## config.mk

```make
export PLATFORM = sky130hd
export DESIGN_NAME = cfst_timing
export DESIGN_NICKNAME = d
export VERILOG_FILES = /design/src/cfst_pkg.sv /design/src/cfst_offset_frame.sv /design/src/cfst_timing.sv
export SDC_FILE = /design/constraint.sdc
export NUM_CORES = 1
export LEC_CHECK = 0
export BUFFER_PORTS_ARGS = -buffer_cell sky130_fd_sc_hd__clkbuf_2
export CORE_MARGIN = 3
export CORE_UTILIZATION = 40
export CTS_CLUSTER_DIAMETER = 40
export DETAILED_ROUTE_END_ITERATION = 10
export PLACE_DENSITY = 0.59
export RECOVER_POWER = 25
export SYNTH_ARGS = -nofsm -noshare
export SYNTH_HDL_FRONTEND = slang
export SYNTH_SLANG_ARGS = --single-unit
```

## constraint.sdc

```tcl
create_clock -name clock -period 3.3 [get_ports clock]
set_input_delay 0.165 -clock clock [delete_from_list [all_inputs] [get_ports clock]]
set_output_delay 0.165 -clock clock [all_outputs]
set_load 0.01 [all_outputs]
```

## src/cfst_pkg.sv

```systemverilog
// constants and carriers for the channel frame and slot timing block
package cfst_pkg;
  localparam int CFST_CNT_W        = 16;
  localparam logic [15:0] CFST_FRAME_CHIPS = 16'h9600; // 38400
  localparam logic [16:0] CFST_SPAN_CHIPS  = 17'h12c00; // 76800, two frames
  localparam logic [15:0] CFST_OFS_STEP    = 16'h0100; // 256
  localparam logic [7:0]  CFST_OFS_MAX     = 8'h95;    // 149
  localparam logic [15:0] CFST_PAGE_LEAD   = 16'h1e00; // 7680
  localparam logic [15:0] CFST_SLOT_CHIPS  = 16'h1400; // 5120
  localparam logic [3:0]  CFST_SLOT_LAST   = 4'he;     // 14
  localparam logic [15:0] CFST_PA_T0       = 16'h1e00; // 7680
  localparam logic [15:0] CFST_PA_T1       = 16'h3200; // 12800
  localparam logic [15:0] CFST_PP_T0       = 16'h3c00; // 15360
  localparam logic [15:0] CFST_PP_T1       = 16'h5000; // 20480
  localparam logic [15:0] CFST_PM_T0       = 16'h3c00; // 15360
  localparam logic [15:0] CFST_PM_T1       = 16'h5000; // 20480
  localparam logic [16:0] CFST_RST_CNT     = 17'h00000;

  typedef struct packed {
    logic frameStart;   // common reference frame start
    logic evenFrame;    // frame start with even frame number
    logic slotStart;    // downlink access slot start
    logic [3:0] slotNum;
  } cfst_ref_t;

  typedef struct packed {
    logic [15:0] preToInd;
    logic [15:0] preToPre;
    logic [15:0] preToMsg;
  } cfst_dist_t;
endpackage : cfst_pkg

```

## src/cfst_offset_frame.sv

```systemverilog
// one downlink channel frame start at k x 256 chips minus LEAD after the reference, modulo the frame
`timescale 1ns/1ps
`default_nettype none
module cfst_offset_frame
  import cfst_pkg::*;
#(
  parameter logic [15:0] LEAD = 16'h0000
) (
  input  wire logic        clock,
  input  wire logic        rst,
  input  wire logic [15:0] chipInFrame,
  input  wire logic [7:0]  offsetSteps,
  output logic             frameStart
);
  logic [7:0]  steps;
  logic [23:0] prod;
  logic [15:0] ofs;
  logic [16:0] sum;
  logic [15:0] target;

  // out-of-range settings are clamped to the largest step
  assign steps  = (offsetSteps > CFST_OFS_MAX) ? CFST_OFS_MAX : offsetSteps;
  assign prod   = 24'(steps) * 24'(CFST_OFS_STEP);
  assign ofs    = prod[15:0];
  assign sum    = 17'(ofs) + 17'(CFST_FRAME_CHIPS) - 17'(LEAD);
  assign target = (sum >= 17'(CFST_FRAME_CHIPS)) ?
                  16'(sum - 17'(CFST_FRAME_CHIPS)) : sum[15:0];

  always_ff @(posedge clock) begin
    if (rst) begin
      frameStart <= 1'b0;
    end else begin
      frameStart <= (chipInFrame == target);
    end
  end
endmodule : cfst_offset_frame
`default_nettype wire

```

## src/cfst_timing.sv

```systemverilog
// chip-rate frame, offset and access slot timing generator
`timescale 1ns/1ps
`default_nettype none
module cfst_timing
  import cfst_pkg::*;
#(
  parameter int NUM_SEC = 2,
  parameter int NUM_DED = 2
) (
  input  wire logic                  clock,
  input  wire logic                  rst,
  input  wire logic                  refSync,
  input  wire logic                  evenSfn,
  input  wire logic                  indTiming,
  input  wire logic [NUM_SEC*8-1:0]  secOffset,
  input  wire logic [NUM_DED*8-1:0]  dedOffset,
  input  wire logic [NUM_SEC-1:0]    pageSet,
  input  wire logic                  preambleDet,
  input  wire logic                  collisionDet,
  output cfst_ref_t                  refTiming,
  output logic [NUM_SEC-1:0]         secFrameStart,
  output logic [NUM_SEC-1:0]         pageFrameStart,
  output logic [NUM_SEC-1:0]         pagingMsgFrame,
  output logic [NUM_DED-1:0]         dedFrameStart,
  output cfst_dist_t                 distances,
  output logic                       ackIndStart,
  output logic                       collIndStart
);
  logic [16:0] chipCnt;
  logic [16:0] next_chipCnt;
  logic [15:0] chipInFrame;
  logic [15:0] chipInSlot;
  logic [15:0] next_chipInSlot;
  logic [3:0]  slotIdx;
  logic [3:0]  next_slotIdx;
  logic        wrapSpan;
  logic        lockNow;
  logic [16:0] curCnt;
  logic [15:0] curSlot;
  logic [3:0]  curIdx;
  logic        slotEnd;
  logic [15:0] indDelay;
  logic [15:0] ackCnt;
  logic [15:0] collCnt;
  logic        ackPend;
  logic        collPend;
  logic        ackDue;
  logic        collDue;
  logic [NUM_SEC-1:0] pageHold;
  logic [NUM_SEC-1:0] pageStartW;
  logic [NUM_SEC-1:0] secStartW;

  // reference counter over two frames, re-locked on an even frame sync
  // a lock edge is chip 0 itself, so its frame and slot pulses still fire
  assign lockNow      = refSync && evenSfn;
  assign curCnt       = lockNow ? CFST_RST_CNT : chipCnt;
  assign curSlot      = lockNow ? 16'h0000 : chipInSlot;
  assign curIdx       = lockNow ? 4'h0 : slotIdx;
  assign wrapSpan     = (curCnt == CFST_SPAN_CHIPS - 17'h00001);
  assign next_chipCnt = wrapSpan ? CFST_RST_CNT :
                        curCnt + 17'h00001;
  assign chipInFrame  = (curCnt >= 17'(CFST_FRAME_CHIPS)) ?
                        16'(curCnt - 17'(CFST_FRAME_CHIPS)) : curCnt[15:0];
  assign slotEnd      = (curSlot == CFST_SLOT_CHIPS - 16'h0001);
  assign next_chipInSlot = (slotEnd || wrapSpan) ? 16'h0000 :
                           curSlot + 16'h0001;
  assign next_slotIdx = wrapSpan ? 4'h0 :
                        (slotEnd && curIdx == CFST_SLOT_LAST) ? 4'h0 :
                        slotEnd ? curIdx + 4'h1 : curIdx;

  always_ff @(posedge clock) begin
    if (rst) begin
      chipCnt    <= CFST_RST_CNT;
      chipInSlot <= 16'h0000;
      slotIdx    <= 4'h0;
    end else begin
      chipCnt    <= next_chipCnt;
      chipInSlot <= next_chipInSlot;
      slotIdx    <= next_slotIdx;
    end
  end

  // common frame start for sync, pilot, broadcast and shared channels
  always_ff @(posedge clock) begin
    if (rst) begin
      refTiming <= '0;
    end else begin
      refTiming.frameStart <= (chipInFrame == 16'h0000);
      refTiming.evenFrame  <= (curCnt == CFST_RST_CNT);
      refTiming.slotStart  <= (curSlot == 16'h0000);
      refTiming.slotNum    <= curIdx;
    end
  end

  genvar gi;
  generate
    for (gi = 0; gi < NUM_SEC; gi++) begin : g_sec
      cfst_offset_frame #(.LEAD(16'h0000)) u_sec (
        .clock       (clock),
        .rst         (rst),
        .chipInFrame (chipInFrame),
        .offsetSteps (secOffset[gi*8 +: 8]),
        .frameStart  (secStartW[gi])
      );
      cfst_offset_frame #(.LEAD(CFST_PAGE_LEAD)) u_page (
        .clock       (clock),
        .rst         (rst),
        .chipInFrame (chipInFrame),
        .offsetSteps (secOffset[gi*8 +: 8]),
        .frameStart  (pageStartW[gi])
      );
      // page flag sampled at its indicator frame start, served next frame
      always_ff @(posedge clock) begin
        if (rst) begin
          pageHold[gi]       <= 1'b0;
          pagingMsgFrame[gi] <= 1'b0;
        end else begin
          if (pageStartW[gi]) begin
            pageHold[gi] <= pageSet[gi];
          end else if (secStartW[gi]) begin
            pageHold[gi] <= 1'b0;
          end
          pagingMsgFrame[gi] <= secStartW[gi] && pageHold[gi];
        end
      end
    end
    for (gi = 0; gi < NUM_DED; gi++) begin : g_ded
      cfst_offset_frame #(.LEAD(16'h0000)) u_ded (
        .clock       (clock),
        .rst         (rst),
        .chipInFrame (chipInFrame),
        .offsetSteps (dedOffset[gi*8 +: 8]),
        .frameStart  (dedFrameStart[gi])
      );
    end
  endgenerate

  // registered copies keep these outputs aligned with the page flags
  always_ff @(posedge clock) begin
    if (rst) begin
      secFrameStart  <= '0;
      pageFrameStart <= '0;
    end else begin
      secFrameStart  <= secStartW;
      pageFrameStart <= pageStartW;
    end
  end

  // distances chosen by the indicator timing setting
  assign indDelay = indTiming ? CFST_PA_T1 : CFST_PA_T0;

  always_ff @(posedge clock) begin
    if (rst) begin
      distances <= '0;
    end else begin
      distances.preToInd <= indTiming ? CFST_PA_T1 : CFST_PA_T0;
      distances.preToPre <= indTiming ? CFST_PP_T1 : CFST_PP_T0;
      distances.preToMsg <= indTiming ? CFST_PM_T1 : CFST_PM_T0;
    end
  end

  // preamble detections arrive at uplink slot starts, so the delayed
  // indicator lands on a downlink slot boundary
  assign ackDue  = ackPend && (ackCnt == indDelay - 16'h0001);
  assign collDue = collPend && (collCnt == indDelay - 16'h0001);

  always_ff @(posedge clock) begin
    if (rst) begin
      ackPend     <= 1'b0;
      ackCnt      <= 16'h0000;
      ackIndStart <= 1'b0;
    end else begin
      if (preambleDet) begin
        ackPend <= 1'b1;
        ackCnt  <= 16'h0000;
      end else if (ackDue) begin
        ackPend <= 1'b0;
      end else if (ackPend) begin
        ackCnt <= ackCnt + 16'h0001;
      end
      ackIndStart <= ackDue && (curSlot == 16'h0000);
    end
  end

  always_ff @(posedge clock) begin
    if (rst) begin
      collPend     <= 1'b0;
      collCnt      <= 16'h0000;
      collIndStart <= 1'b0;
    end else begin
      if (collisionDet) begin
        collPend <= 1'b1;
        collCnt  <= 16'h0000;
      end else if (collDue) begin
        collPend <= 1'b0;
      end else if (collPend) begin
        collCnt <= collCnt + 16'h0001;
      end
      collIndStart <= collDue && (curSlot == 16'h0000);
    end
  end

  a_slot_length: assert property (@(posedge clock) disable iff (rst)
    (refTiming.slotStart && !$past(refSync)) |=>
      !refTiming.slotStart [*8])
    else $error("slot start repeated too soon");

  a_frame_common: assert property (@(posedge clock) disable iff (rst)
    refTiming.evenFrame |-> refTiming.frameStart && refTiming.slotStart
      && refTiming.slotNum == 4'h0)
    else $error("even frame not aligned to slot zero");

  a_ind_on_slot: assert property (@(posedge clock) disable iff (rst)
    (ackIndStart || collIndStart) |-> refTiming.slotStart)
    else $error("indicator started mid slot");

  a_dist_select: assert property (@(posedge clock) disable iff (rst)
    (!$past(rst) && $past(indTiming)) |-> distances.preToInd == 16'h3200
      && distances.preToPre == 16'h5000)
    else $error("setting one distances wrong");

  a_dist_zero: assert property (@(posedge clock) disable iff (rst)
    (!$past(rst) && !$past(indTiming)) |-> distances.preToInd == 16'h1e00
      && distances.preToMsg == 16'h3c00)
    else $error("setting zero distances wrong");

  a_counter_wrap: assert property (@(posedge clock) disable iff (rst)
    (wrapSpan && !(refSync && evenSfn)) |=> chipCnt == 17'h00000)
    else $error("chip counter did not wrap");

  a_page_serve: assert property (@(posedge clock) disable iff (rst)
    pagingMsgFrame[0] |-> secFrameStart[0])
    else $error("paging outside a secondary frame start");

  a_page_lead: assert property (@(posedge clock) disable iff (rst)
    (pageFrameStart[0] && !refSync) |-> !secFrameStart[0])
    else $error("page frame coincides with its secondary frame");
endmodule : cfst_timing
`default_nettype wire

```

Yosys cells after proc, flatten, opt, wreduce, memory -nomap -nowiden. Index checks and enable logic that the tools add are counted.

Bitwise gates (word level): 2. Equal/unequal tests: 11. Reduce and logical (&&, ||, !) cells: 23. Muxes and demuxes: 25. $add $sub $neg: 19. $lt $le $gt $ge: 11.

Operators by type and width (count): == test 16 bit (8); two-way mux 16 bit (8); >= comparator 17 x 16 -> 1 bit (second input constant) (7); subtractor 16 bit (second input constant) (7); adder 16 x 16 -> 17 bit (second input constant) (4); adder 16 x 1 -> 16 bit (second input constant) (3); subtractor 17 x 13 -> 17 bit (second input constant) (2); > comparator 8 bit (second input constant) (4); zero test 16 bit (2); two-way mux 8 bit (4); adder 17 x 1 -> 17 bit (second input constant) (1); == test 17 bit (second input constant) (1); zero test 17 bit (1); two-way mux 17 bit (1); == test 16 x 13 -> 1 bit (second input constant) (1); two-way mux 15 bit (1); subtractor 14 x 1 -> 15 bit (second input constant) (1); two-way mux 14 bit (1); logical AND 1 bit (8); two-way mux 1 bit (8); two-way mux 4 bit (2); nonzero test 2 bit (4); OR reduction 2 bit (4); adder 4 x 1 -> 4 bit (second input constant) (1); 5 further kinds (7).

Output and inout port bits: 65. Register bits: 126. Input bits: 41.

Depth between registers and ports, before layout. Gate-level depths: netlist of run 1.

Word-level depth: 7. Mapped depth: 16. Depth with buffers taken out: 14.

Cells and area by module. A second synthesis of run 1 with hierarchy kept.

Cells, all modules: 1154. Area, all modules: 8926.1 um^2.

By module, submodules not included: cfst_timing (cells each 572, instances 1, area an instance 4832.1 um^2, seq. area each 1821.7 um^2); cfst_offset_frame at g_ded[0].u_ded ... (cells each 107, instances 4, area an instance 745.7 um^2, seq. area each 20.0 um^2); cfst_offset_frame at g_sec[0].u_page ... (cells each 77, instances 2, area an instance 555.5 um^2, seq. area each 20.0 um^2).

Worst setup path before layout of run 1. OpenSTA, ideal clock, no wires.

Kind: input-to-reg. Start point: input port secOffset[13]. End point: register g_sec[1].u_page.frameStart. Stages on the path: 15. Data arrival time: 3.303 ns. Path slack: -0.063 ns. Cell sequence: buf_4 nor2_2 a31oi_2 or2_2 inv_1 ha_1 nor2b_1 or3_1 a21oi_1 a31oi_4 nor3_1 nor2_2 mux2i_1 xor2_1 o2111a_1.

Word-level cells in the longest chain between the ends: 7.

Ends and longest elaborated chain: start, declared (RTL line cfst_timing.sv:15) `input wire logic [NUM_SEC*8-1:0] secOffset,`; > comparator 8 bit (RTL line cfst_offset_frame.sv:22) `assign steps = (offsetSteps > CFST_OFS_MAX) ? CFST_OFS_MAX : offsetSteps;`; two-way mux 8 bit * (RTL line cfst_offset_frame.sv:22); adder 16 x 16 -> 17 bit * (RTL line cfst_offset_frame.sv:25) `assign sum = 17'(ofs) + 17'(CFST_FRAME_CHIPS) - 17'(LEAD);`; subtractor 17 x 13 -> 17 bit * (RTL line cfst_offset_frame.sv:25); subtractor 16 bit / >= comparator 17 x 16 -> 1 bit (equally long branches) (RTL line cfst_offset_frame.sv:27, cfst_offset_frame.sv:26); two-way mux 16 bit * (RTL line cfst_offset_frame.sv:26) `assign target = (sum >= 17'(CFST_FRAME_CHIPS)) ?`; == test 16 bit * (RTL line cfst_offset_frame.sv:33) `frameStart <= (chipInFrame == target);`; end signal, assigned (RTL line cfst_offset_frame.sv:33); end, declared (RTL line cfst_offset_frame.sv:13) `output logic frameStart`.

Mark *: on every way between the ends. The rest lies on a longest branch, timed or not. A chain may end at the register's enable or synchronous reset.

Final worst setup path of run 1.
Start point: input port dedOffset[9]. End point: register g_ded[1].u_ded.frameStart.

Word-level cells in the longest chain between the ends: 6.

Ends and longest elaborated chain: start, declared (RTL line cfst_timing.sv:16) `input wire logic [NUM_DED*8-1:0] dedOffset,`; > comparator 8 bit (RTL line cfst_offset_frame.sv:22); two-way mux 8 bit * (RTL line cfst_offset_frame.sv:22); adder 16 x 16 -> 17 bit * (RTL line cfst_offset_frame.sv:25); subtractor 16 bit / >= comparator 17 x 16 -> 1 bit (equally long branches) (RTL line cfst_offset_frame.sv:27, cfst_offset_frame.sv:26); two-way mux 16 bit * (RTL line cfst_offset_frame.sv:26); == test 16 bit * (RTL line cfst_offset_frame.sv:33); end signal, assigned (RTL line cfst_offset_frame.sv:33); end, declared (RTL line cfst_offset_frame.sv:13).

Marked as above.

==> results of run 1 <==
[worst paths after layout]
kind                            slack [ns]                                    to
worst max-delay path                  0.23  g_ded[1].u_ded.frameStart$_SDFF_PP0_
worst min-delay path                  0.07              pageHold[0]$_SDFFE_PP0P_
worst max register to register        0.24  g_sec[1].u_sec.frameStart$_SDFF_PP0_
worst min register to register        0.45          pagingMsgFrame[1]$_SDFF_PP0_
[power groups by stage]
stage | Clock, mW | Combinational, mW | Sequential (mW)
2_1_floorplan | 0 | 0.502 | 1.22
3_3_place_gp | 0 | 0.693 | 1.22
3_5_place_dp | 0 | 0.696 | 1.22
4_1_cts | 1.06 | 0.698 | 1.19
5_1_grt | 1.11 | 0.775 | 1.19
6_report | 1.03 | 0.698 | 1.19
[final cells by class]
| type | instances | area [um2] |
|---|---|---|
| clock buffers | 10 | 229 |
| clock inverters | 6 | 68.8 |
| fillers | 1838 | 9460 |
| inverters | 27 | 101 |
| multi-input cells | 788 | 5050 |
| flip-flops and latches | 97 | 1940 |
| well taps | 229 | 287 |
| repair buffers | 162 | 1010 |
[cell usage in the layout (no fill, tap or decap), types with 8 or more instances in the layout]
cell / synthesis / layout
buf_4: 49 / 89
and3_1: 21 / 21
o211ai_1: 8 / 8
inv_1: 26 / 26
or3_1: 15 / 15
nor2b_1: 13 / 13
and2_1: 15 / 14
clkbuf_2: 0 / 54
nor3_1: 33 / 33
mux2i_1: 11 / 11
clkbuf_1: 18 / 20
nand2b_1: 8 / 8
xor2_1: 53 / 53
a21oi_1: 34 / 33
o21ai_0: 31 / 31
conb_1: 1 / 33
nor2_1: 127 / 127
xnor2_1: 64 / 64
dfxtp_1: 97 / 97
or2_2: 10 / 10
clkbuf_16: 0 / 9
nand4_1: 13 / 13
ha_1: 15 / 15
nand3_1: 36 / 36
nor4_1: 14 / 14
nand2_1: 93 / 93
[Yosys cell counts, types with 6 or more instances]
| cell type | number | area, um2 |
|---|---|---|
| o31ai_1 | 7 | 52.6 |
| xnor2_1 | 64 | 561 |
| o21ai_0 | 31 | 155 |
| o22ai_1 | 6 | 37.5 |
| or2_2 | 10 | 62.6 |
| buf_2 | 10 | 50.1 |
| buf_4 | 49 | 368 |
| nand2_1 | 93 | 349 |
| mux2i_1 | 11 | 110 |
| inv_1 | 26 | 97.6 |
| o211ai_1 | 8 | 60.1 |
| nand4_1 | 13 | 81.3 |
| nand3_1 | 36 | 180 |
| or3_1 | 15 | 93.8 |
| nor2_1 | 127 | 477 |
| ha_1 | 15 | 188 |
| clkbuf_1 | 18 | 67.6 |
| nor4_1 | 14 | 87.6 |
| and2_1 | 15 | 93.8 |
| nor3b_1 | 6 | 45.0 |
| nand2b_1 | 8 | 50.1 |
| a21o_1 | 7 | 52.6 |
| a21oi_1 | 34 | 170 |
| and3_1 | 21 | 131 |
| nor2b_1 | 13 | 81.3 |
| dfxtp_1 | 97 | 1940 |
| o21a_1 | 6 | 45.0 |
| nor3_1 | 33 | 165 |
| xor2_1 | 53 | 464 |
[critical path, cell delays in order]
cell and delay [ns]:
clkbuf_2 0.09, a21o_1 0.16, a211o_1 0.29, and2_1 0.18
nor2_1 0.13, ha_1 0.19, or3b_2 0.44, a21o_1 0.19
a22oi_1 0.17, inv_1 0.09, a41oi_1 0.30, o31ai_1 0.12
xor2_1 0.14, or4_1 0.50, nor4_1 0.16
[cell families (layout without fill, tap and decap cells)]
logic type	count (synthesis)	in the layout	synth area share [%]
simple gates	434	434	29.2
compound gates	173	173	17.7
xor+xnor	119	119	14.2
buf+inv	110	205	8.25
flops	97	97	26.0
fa+ha+maj	15	15	2.51
mux	14	14	2.08
other cells	1	33	0.0502
[stage by stage]
stage               power, mW  instance area (um2)  hold WS (ns)  TNS [ns]
finish                   2.92                 8690        0.0711         0
global route             3.08                 8690        0.0715         0
CTS                      2.95                 8720        0.0630         0
detailed placement       1.92                 8420         0.415   -0.0808
global placement         1.91                 8420         0.417   -0.0521
floorplan                1.72                 7610         0.237         0
[registers in the layout, indices dropped and copies added (netlist names)]
| name | flops |
|---|---|
| chipCnt | 17 |
| ackCnt | 16 |
| chipInSlot | 16 |
| collCnt | 16 |
| refTiming | 7 |
| slotIdx | 4 |
| distances | 3 |
| g_ded.u_ded.frameStart | 2 |
| g_sec.u_page.frameStart | 2 |
| g_sec.u_sec.frameStart | 2 |
| pageFrameStart | 2 |
| pageHold | 2 |
| pagingMsgFrame | 2 |
| secFrameStart | 2 |
| ackIndStart | 1 |
| ackPend | 1 |
| collIndStart | 1 |
| collPend | 1 |
[per-layer routing]
| metal | GRT usage, % | part of all wire (%) | vias up |
|---|---|---|---|
| li1 | - | - | 3536 |
| met1 | 23.7 | 49 | 3158 |
| met2 | 28.7 | 47 | 112 |
| met3 | 2.01 | 2.7 | 18 |
| met4 | 4.25 | 1.4 | 0 |
| met5 | 0 | 0 | - |
==> impl_results.md, run 1 <==
* Fin crit period at just over 3 ns
* Register share of total power at between 40% and 50%
* Htree depth at 3
* Fmax at about 330 MHz
* Largest net degree at the start of global routing at 18
* Remaining DRCs at 0
* Clock latency on the worst-skew pair at 0.34 ns
* Cell variety after synth at between 80 and 90
* Via count at ~6.8k
* DRT Pass-1 Iters at 7
* Leak at between 3 and 4 nW
* Worst-path fanout max at 3
* Post-synth ARST share at 0%
* Final setup fails at 0
* Cell Area, Synth at 0.00748 mm2
* Slew @ Worst Pin at 0.821 ns
* Final net count at between 1k and 1.5k
* HP Start: pageSet[0]
* CTS Buf Count at 9
* Gate power share at approximately a quarter
* Period utilization at between 90 and 100%
* Dpl cells at 1303
* DRT antenna net count at 0
* Hold path depth at 3
* Final core utilization at between 40% and 50%
* Grt total ovfl at 0
* Layout cell share with drive strength beyond 1 at 18.6%
* Clock tree from TritonCTS: built
* Average via count per standard cell at roughly 5.2
* RSZ-0062 raised after global routing: no
* Pwr per Cell Area at 336 mW/mm2
* RePlAce Congestion at roughly 0.88
* Site Rows at a little under 50
* Die area at 0.0204 mm2
* Setup Skew at roughly 0.011 ns
* Max Cap Viol at 0
* Final WL at between 15000 and 20000 um
* Setup crit end kind: flip-flop
* Synth Instances at between 900 and 1k
* Mapped Avg Cell Area at 7.76 um2
* Global-route wire length before repair at 29700 um
* Worst setup margin at 0.232 ns
* Hold buffer count at CTS at 0
* CP Class: primary input to flip-flop
* Vias in the first global route at 6231
* Area delta synth->final at 16.3%
* Chip Height at 143 um
* Status: completed
* Internal power at 2.08 mW
* Sw frac at between 20% and 30%
* Non-filler instance count after layout at ~1.3k
* Placeable Area at between 0.015 and 0.02 mm2
* Crit path launch type: primary input
* YS warnings at 0
* I/O Buffers at 72
* FF-to-FF path depth at 12
* Origin of the worst setup path: dedOffset[9]
* Top_reg_cell synth: dfxtp_1
* #FFs+latches synth at slightly below 100
* Post-CTS setup buffer count at 0
* Initial core utilization at slightly above 40%
* Clock transition at the registers of the reported paths at about 0.06 ns
* DRT iter0 DRCs at 280
* WL/cell at approximately 14 um
* Worst Path Required at around 3.5 ns
* Critical path data arrival time at 3.31 ns
* EDFF count, synth at 0
* Clock share of power at a little over a third
* Initial antenna violation count at 0
* Hpwl dp at 14100 um
* R2R Path Start: chipCnt[9]$_SDFF_PP0_
* Worst hold path class: primary input to flip-flop
* Sw Pwr at 846 uW
* Num Clock Sinks at 97
* Overall Global Routing Usage at 17.2%
* Pre-CTS setup slack at -0.0808 ns
* Peak VDD IR at ~230 uV
* I/O pin count at 106
* Register area share after synthesis at 26.0%
* Antenna diode count at 0
* Max Slew Vio Count at 0
* Slew headroom at between 40% and 50%
* Die W at around 140 um
* Final hold violations at 0
* Clk buf depth at 2
* CTS-repair resized insts at 0
* Clk root buf: clkbuf_16
No activity file was read; power rests on OpenSTA's default activity.
==> inputs of run 2 (changes only) <==
--- a/config.mk
+++ b/config.mk
@@ -9,7 +9,9 @@
 export CORE_MARGIN = 3
 export CORE_UTILIZATION = 40
 export CTS_CLUSTER_DIAMETER = 40
+export CTS_CLUSTER_SIZE = 25
 export DETAILED_ROUTE_END_ITERATION = 10
+export HOLD_SLACK_MARGIN = 0.1
 export PLACE_DENSITY = 0.59
 export RECOVER_POWER = 25
 export SYNTH_ARGS = -nofsm -noshare
==> run 2 against run 1 <==
Net effect: final cell count grew 0.45%; core utilization grew 0.32 points; critical path depth is the same; setup slack gained 0.0056 ns; sequential power is essentially flat; die area is the same; first-iteration DRC count grew 10%; worst hold slack gained 0.19 ns; count of clock-buffer cells in the layout is the same; combinational power grew 0.7%; critical path type unchanged.
==> impl_results.md, run 2 (synthesis gave the netlist of run 1 again) <==
* Initial core utilization at around 41%
* Final setup fails at 0
* Setup crit end kind: flip-flop
* FF-to-FF path depth at 12
* Most flops, register: chipCnt
* Non-filler instance count after layout at 1325
* Final hold violations at 0
* Average via count per standard cell at a little over 5
* Largest net degree at the start of global routing at 18
* Clk buf depth at 2
* Worst setup margin at 0.238 ns
* Vias in the first global route at around 6.3k
* Antenna diode count at 0
* Initial antenna violation count at 0
* DRT Pass-1 Iters at 4
* Critical path data arrival time at around 3.3 ns
* Die area at between 0.02 and 0.025 mm2
* Pwr per Cell Area at 335 mW/mm2
* R2r setup slk at 0.24 ns
* Commonest non-fill, non-tap cell in the layout: nor2_1
* Max Cap Viol at 0
* DRT antenna net count at 0
* RePlAce Congestion at ~0.9
* Clock latency on the worst-skew pair at 0.34 ns
* I/O pin count at between 100 and 150
* Final net count at roughly 1.1k
* Peak VDD IR at about 230 uV
* Leak at roughly 3.6 nW
* Dpl cells at about 1.3k
* Chip Height at between 100 and 150 um
* Max Slew Vio Count at 0
* Clk root buf: clkbuf_16
* Area after detailed placement at 0.00842 mm2
* Layout cell share with drive strength beyond 1 at approximately 18%
* Via count at ~7k
* Power Total at just under 3 mW
* WHS Endpoint: g_ded[1].u_ded.frameStart$_SDFF_PP0_
* Fmax at roughly 330 MHz
* Most frequent cells in the layout: nor2_1, dfxtp_1, nand2_1
* Slew headroom at 44.6%
* Htree depth at 3
* Area delta synth->final at 17.0%
* HP Start: dedOffset[8]
* Final WL at between 15000 and 20000 um
* Site Rows at 49
* Status: completed
* Global-route wire length before repair at 29700 um
* Setup TNS at 0 ns
* CTS Buf Count at 9
* I/O Buffers at 72
* Remaining DRCs at 0
* Overall Global Routing Usage at around 17%
* Clock tree from TritonCTS: built
* Pre-CTS setup slack at -0.0808 ns
* Hpwl dp at between 10000 and 15000 um
* Worst Path Required at approximately 3.5 ns
* Worst hold path class: primary input to flip-flop
* Clock transition at the registers of the reported paths at 0.06 ns
* Worst r2r dst: g_sec[1].u_sec.frameStart$_SDFF_PP0_
* Slew @ Worst Pin at around 0.83 ns
* Period utilization at 92.8%
* RSZ-0062 raised after global routing: no
* WL/cell at between 10 and 15 um
* CP Class: primary input to flip-flop
* Worst-path fanout max at 3
* Grt total ovfl at 0
* Placeable Area at around 0.018 mm2
* Hold path depth at 5
* Fin crit period at roughly 3.1 ns
* Max reg flops at 17
* Crit path launch type: primary input
* Final instance area at around 0.0087 mm2
* R2R Path Start: chipCnt[9]$_SDFF_PP0_
* Layout fillers at between 1.5k and 2k
* Num Clock Sinks at 97
* Setup Skew at 0.0113 ns
* DRT iter0 DRCs at roughly 310
* Die W at roughly 140 um
## run 2: repair_timing
item,CTS,global route
endpoints found under the hold margin,6,0
hold buffers,6,0
setup buffers,0,0
setup endpoints to repair,0,0
resized for setup,0,0
## run 2: critical path, cell delays in order
cell      delay (ns)
clkbuf_2        0.09
a21o_1          0.16
a211o_1         0.29
and2_1          0.18
nor2_1          0.13
ha_1            0.19
or3b_2          0.44
a21o_1          0.18
a22oi_1         0.17
inv_1           0.08
a41oi_1         0.31
o31ai_1         0.12
xor2_1          0.14
or4_1           0.49
nor4_1          0.16
## run 2: power breakdown
part           leakage [nW]  total, mW  switching (mW)  internal [mW]
clock network         0.143       1.03           0.441          0.590
logic                  2.66      0.703           0.396          0.308
registers             0.785       1.19         0.00907           1.18
total                  3.59       2.93           0.845           2.08
## run 2: worst max-delay path by stage
stage                          start                               endpoint  slack, ns
3_5_place_dp            dedOffset[9]   g_ded[1].u_ded.frameStart$_SDFF_PP0_      -0.08
3_3_place_gp            dedOffset[9]   g_ded[1].u_ded.frameStart$_SDFF_PP0_      -0.05
2_1_floorplan          dedOffset[12]   g_ded[1].u_ded.frameStart$_SDFF_PP0_      0.002
6_report                dedOffset[9]   g_ded[1].u_ded.frameStart$_SDFF_PP0_       0.24
5_1_grt        chipCnt[9]$_SDFF_PP0_  g_sec[0].u_page.frameStart$_SDFF_PP0_       0.01
4_1_cts        chipCnt[9]$_SDFF_PP0_   g_sec[1].u_sec.frameStart$_SDFF_PP0_       0.23
## run 2: area by class of cell
type / count / area [um2] / share of cell area [%]
clock buffer: 10 / 229 / 2.62
clock inverter: 6 / 68.8 / 0.787
inverter: 27 / 101 / 1.16
multi-input combinational: 788 / 5050 / 57.8
sequential: 97 / 1940 / 22.2
tap: 229 / 287 / 3.27
timing repair buffer: 168 / 1070 / 12.2
## run 2: per-layer routing
layer  vias to the layer above  global-route usage [%]  routed length (um)
li1                       3548                       -                   -
met1                      3177                    23.8                8860
met2                       115                    28.9                8330
met3                        18                    1.91                 471
met4                         0                    4.25                 241
met5                         -                       0                   0
## run 2: stage by stage
step | hold slack (ns) | utilization (%)
after detailed placement | 0.415 | 46.4
after global routing | 0.308 | 48.2
after global placement | 0.417 | 46.4
after floorplan | 0.237 | -
final | 0.259 | 48.2
after CTS | 0.252 | 48.4
==> inputs of run 3 (changes only) <==
--- a/config.mk
+++ b/config.mk
@@ -5,6 +5,7 @@
 export SDC_FILE = /design/constraint.sdc
 export NUM_CORES = 1
 export LEC_CHECK = 0
+export ABC_AREA = 1
 export BUFFER_PORTS_ARGS = -buffer_cell sky130_fd_sc_hd__clkbuf_2
 export CORE_MARGIN = 3
 export CORE_UTILIZATION = 40
@@ -12,7 +13,7 @@
 export CTS_CLUSTER_SIZE = 25
 export DETAILED_ROUTE_END_ITERATION = 10
 export HOLD_SLACK_MARGIN = 0.1
-export PLACE_DENSITY = 0.59
+export PLACE_DENSITY = 0.57
 export RECOVER_POWER = 25
 export SYNTH_ARGS = -nofsm -noshare
 export SYNTH_HDL_FRONTEND = slang
==> constraint.sdc (replaced) <==
create_clock -name clock -period 3.2 [get_ports clock]
set_input_delay 0.16 -clock clock [delete_from_list [all_inputs] [get_ports clock]]
set_output_delay 0.16 -clock clock [all_outputs]
set_load 0.01 [all_outputs]
==> run 3 against run 2 <==
Net effect: critical path type unchanged; flip-flop and latch count stayed put; sequential share of layout area up 1.1 points; first-iteration DRC count decreased by 2.6%; final cell count rose by 15%; clock skew decreased by 0.0051 ns.
==> impl_results.md, run 3 <==
* Internal power at ~2.1 mW
* Antenna diode count at 0
* Overall Global Routing Usage at 17.1%
* R2R Path Start: ackCnt[0]$_SDFFE_PP0P_
* Critical path data arrival time at ~3 ns
* Clock transition at the registers of the reported paths at 0.07 ns
* Most frequent cells in the layout: nand2_1, inv_1, nor2_1
* Synth Area in Compound Gates at 9.38%
* I/O pin count at approximately 110
* Htree depth at 3
* Register share of total power at 41.1%
* Most flops, register: chipCnt
* Final setup fails at 0
* HP Start: dedOffset[4]
* Multi-input gate area at around 0.0046 mm2
* #FFs+latches synth at 97
* Top_reg_cell synth: dfxtp_1
* Post-synth ARST share at 0%
* Top cell type's share of synthesized area at between 20 and 30%
* Initial antenna violation count at 0
* Gate power share at ~22%
* Die area at between 0.02 and 0.025 mm2
* Setup TNS at 0 ns
* Slew @ Worst Pin at between 0.9 and 1 ns
* Clock tree from TritonCTS: built
* Power Total at 2.99 mW
* Setup Skew at around 0.0062 ns
* Synth Area in XOR/XNOR at approximately 6.3%
* Largest net degree at the start of global routing at 21
* Clock share of power at 36.8%
* Main combinational cell family by area after synthesis: simple AND/OR/NAND/NOR gates
* I/O Buffers at between 70 and 80
* Fin crit period at between 2 and 3 ns
* Average via count per standard cell at 4.71
* Post-synthesis mux area share at 0%
* Clk buf depth at 2
* Fmax at 375 MHz
* Initial core utilization at around two fifths
* Sw frac at a little under a third
* Setup crit end kind: flip-flop
* Placeable Area at around 0.018 mm2
* Worst-path fanout max at 8
* Layout cell share with drive strength beyond 1 at about an eighth
* Post-synthesis adder-cell area fraction at between 2 and 2.5%
* Post-CTS setup buffer count at 0
* RSZ-0062 raised after global routing: no
* Clk root buf: clkbuf_16
* Remaining DRCs at 0
* Origin of the worst setup path: secOffset[11]
* Period utilization at between 80 and 90%
* Register Area at about 0.002 mm2
* CP Class: primary input to flip-flop
* WL/cell at between 10 and 15 um
* Area after detailed placement at roughly 0.008 mm2
* Synth top cells by count: nand2_1, inv_1, nor2_1, nand3_1, dfxtp_1
* Vias in the first global route at approximately 6.4k
* YS warnings at 0
* Cell variety after synth at 48
* Die W at about 140 um
* Top area cells in the synthesized netlist: dfxtp_1, nand2_1, inv_1
* Worst hold path class: primary input to flip-flop
* Num Clock Sinks at just under 100
* Pwr per Cell Area at roughly 360 mW/mm2
* Final net count at ~1.3k
* DRT antenna net count at 0
* Final hold violations at 0
* Status: completed
* Max reg flops at 17
* Max Slew Vio Count at 0
* Global-route wire length before repair at about 30000 um
* Mapped Avg Cell Area at 6.21 um2
* Grt total ovfl at 0
* Commonest non-fill, non-tap cell in the layout: nand2_1
* Worst Path Required at 3.48 ns
* Count leader, synth: nand2_1
* DRT iter0 DRCs at 301
* RePlAce Congestion at 0.889
* Layout fillers at 1948
* Leak at roughly 4 nW
* Largest area contributor in the netlist: dfxtp_1
* CTS Buf Count at 9
* Sw Pwr at 916 uW
* Via count at around 7.2k
* Chip Height at roughly 140 um
* Slew headroom at between 30% and 40%
* Crit path launch type: primary input
* Register area share after synthesis at 25.7%
* Peak VDD IR at 300 uV
* Final instance area at around 0.0083 mm2
* Site Rows at 49
* EDFF count, synth at 0
* CTS-repair resized insts at 0
* Cell Area, Synth at about 0.0076 mm2
* Area delta synth->final at 10.2%
* Hpwl dp at 14000 um
* Simple-gate share of the synthesized area at a little over two fifths
* Clock latency on the worst-skew pair at between 0.3 and 0.4 ns
* Max Cap Viol at 0
* Final WL at 17500 um
* DRT Pass-1 Iters at 5
* Synth Instances at roughly 1.2k
[run 3: cell types whose count changed after synthesis, moves of 22 or more]
| cell | delta |
|---|---|
| a21oi_1 | +24 |
| nand2_1 | +218 |
| nand3_1 | +68 |
| inv_1 | +137 |
| nor2_1 | +25 |
| xnor2_1 | -56 |
| nand2_2 | +22 |
[run 3: power groups by stage]
stage / clock network, mW / registers, mW / logic [mW]
after CTS: 1.14 / 1.23 / 0.663
final: 1.10 / 1.23 / 0.660
after global placement: 0 / 1.26 / 0.656
after floorplan: 0 / 1.26 / 0.533
after global routing: 1.17 / 1.23 / 0.764
after detailed placement: 0 / 1.26 / 0.657
[run 3: final cells by class]
cell class	instances	share of cell area, %
multi-input cells	917	55.9
flip-flops and latches	97	23.3
inverters	177	8.05
repair buffers	88	5.65
well taps	229	3.44
clock buffers	10	2.87
clock inverters	6	0.782
[run 3: repair_timing]
action | in CTS | in global routing
hold buffers | 5 | 0
endpoints found under the hold margin | 5 | 0
endpoints found under the setup margin | 0 | 0
[run 3: per-stage QoR]
stage	utilization (%)	worst slack, ns	hold WS [ns]	cells
floorplan	-	0.840	0.232	1248
global placement	43.7	0.213	0.378	1503
detailed placement	43.7	0.218	0.366	1503
CTS	45.7	0.563	0.261	1524
global route	45.5	0.147	0.310	1524
finish	45.5	0.535	0.280	1524
[run 3: cells by family after synthesis]
family          Yosys count
compound gates          124
xor+xnor                 48
fa+ha+maj                15
buf+inv                 234
flops                    97
other cells               1
simple gates            697
[run 3: final timing paths]
kind | to | slack (ns) | cells past startpoint
min reg2reg | pageHold[1]$_SDFFE_PP0P_ | 0.43 | 1
min | g_ded[0].u_ded.frameStart$_SDFF_PP0_ | 0.28 | 6
max | g_sec[1].u_page.frameStart$_SDFF_PP0_ | 0.54 | 23
max reg2reg | ackCnt[15]$_SDFFE_PP0P_ | 0.58 | 15
[run 3: layer usage]
metal,up-vias,share of wire (%),global-route usage [%]
met1,3090,50,23.1
met3,15,3.7,2.73
li1,3939,-,-
met5,-,0,0
met2,131,45,28.6
met4,0,1.3,4.51
[run 3: worst max-delay path: stages]
cell,delay (ns)
clkbuf_2,0.12
inv_1,0.06
nand2_1,0.05
nand2_1,0.05
nand2_1,0.05
nand2_2,0.12
inv_1,0.07
nor2_1,0.20
ha_1,0.32
inv_1,0.08
nand3_1,0.13
nand2_1,0.08
nand2_1,0.07
nand2_1,0.10
inv_2,0.15
nand2_1,0.09
o21ai_1,0.39
nand2_2,0.17
nand2_1,0.09
nand3b_1,0.08
a21oi_1,0.12
nand3_1,0.08
nor2_1,0.09
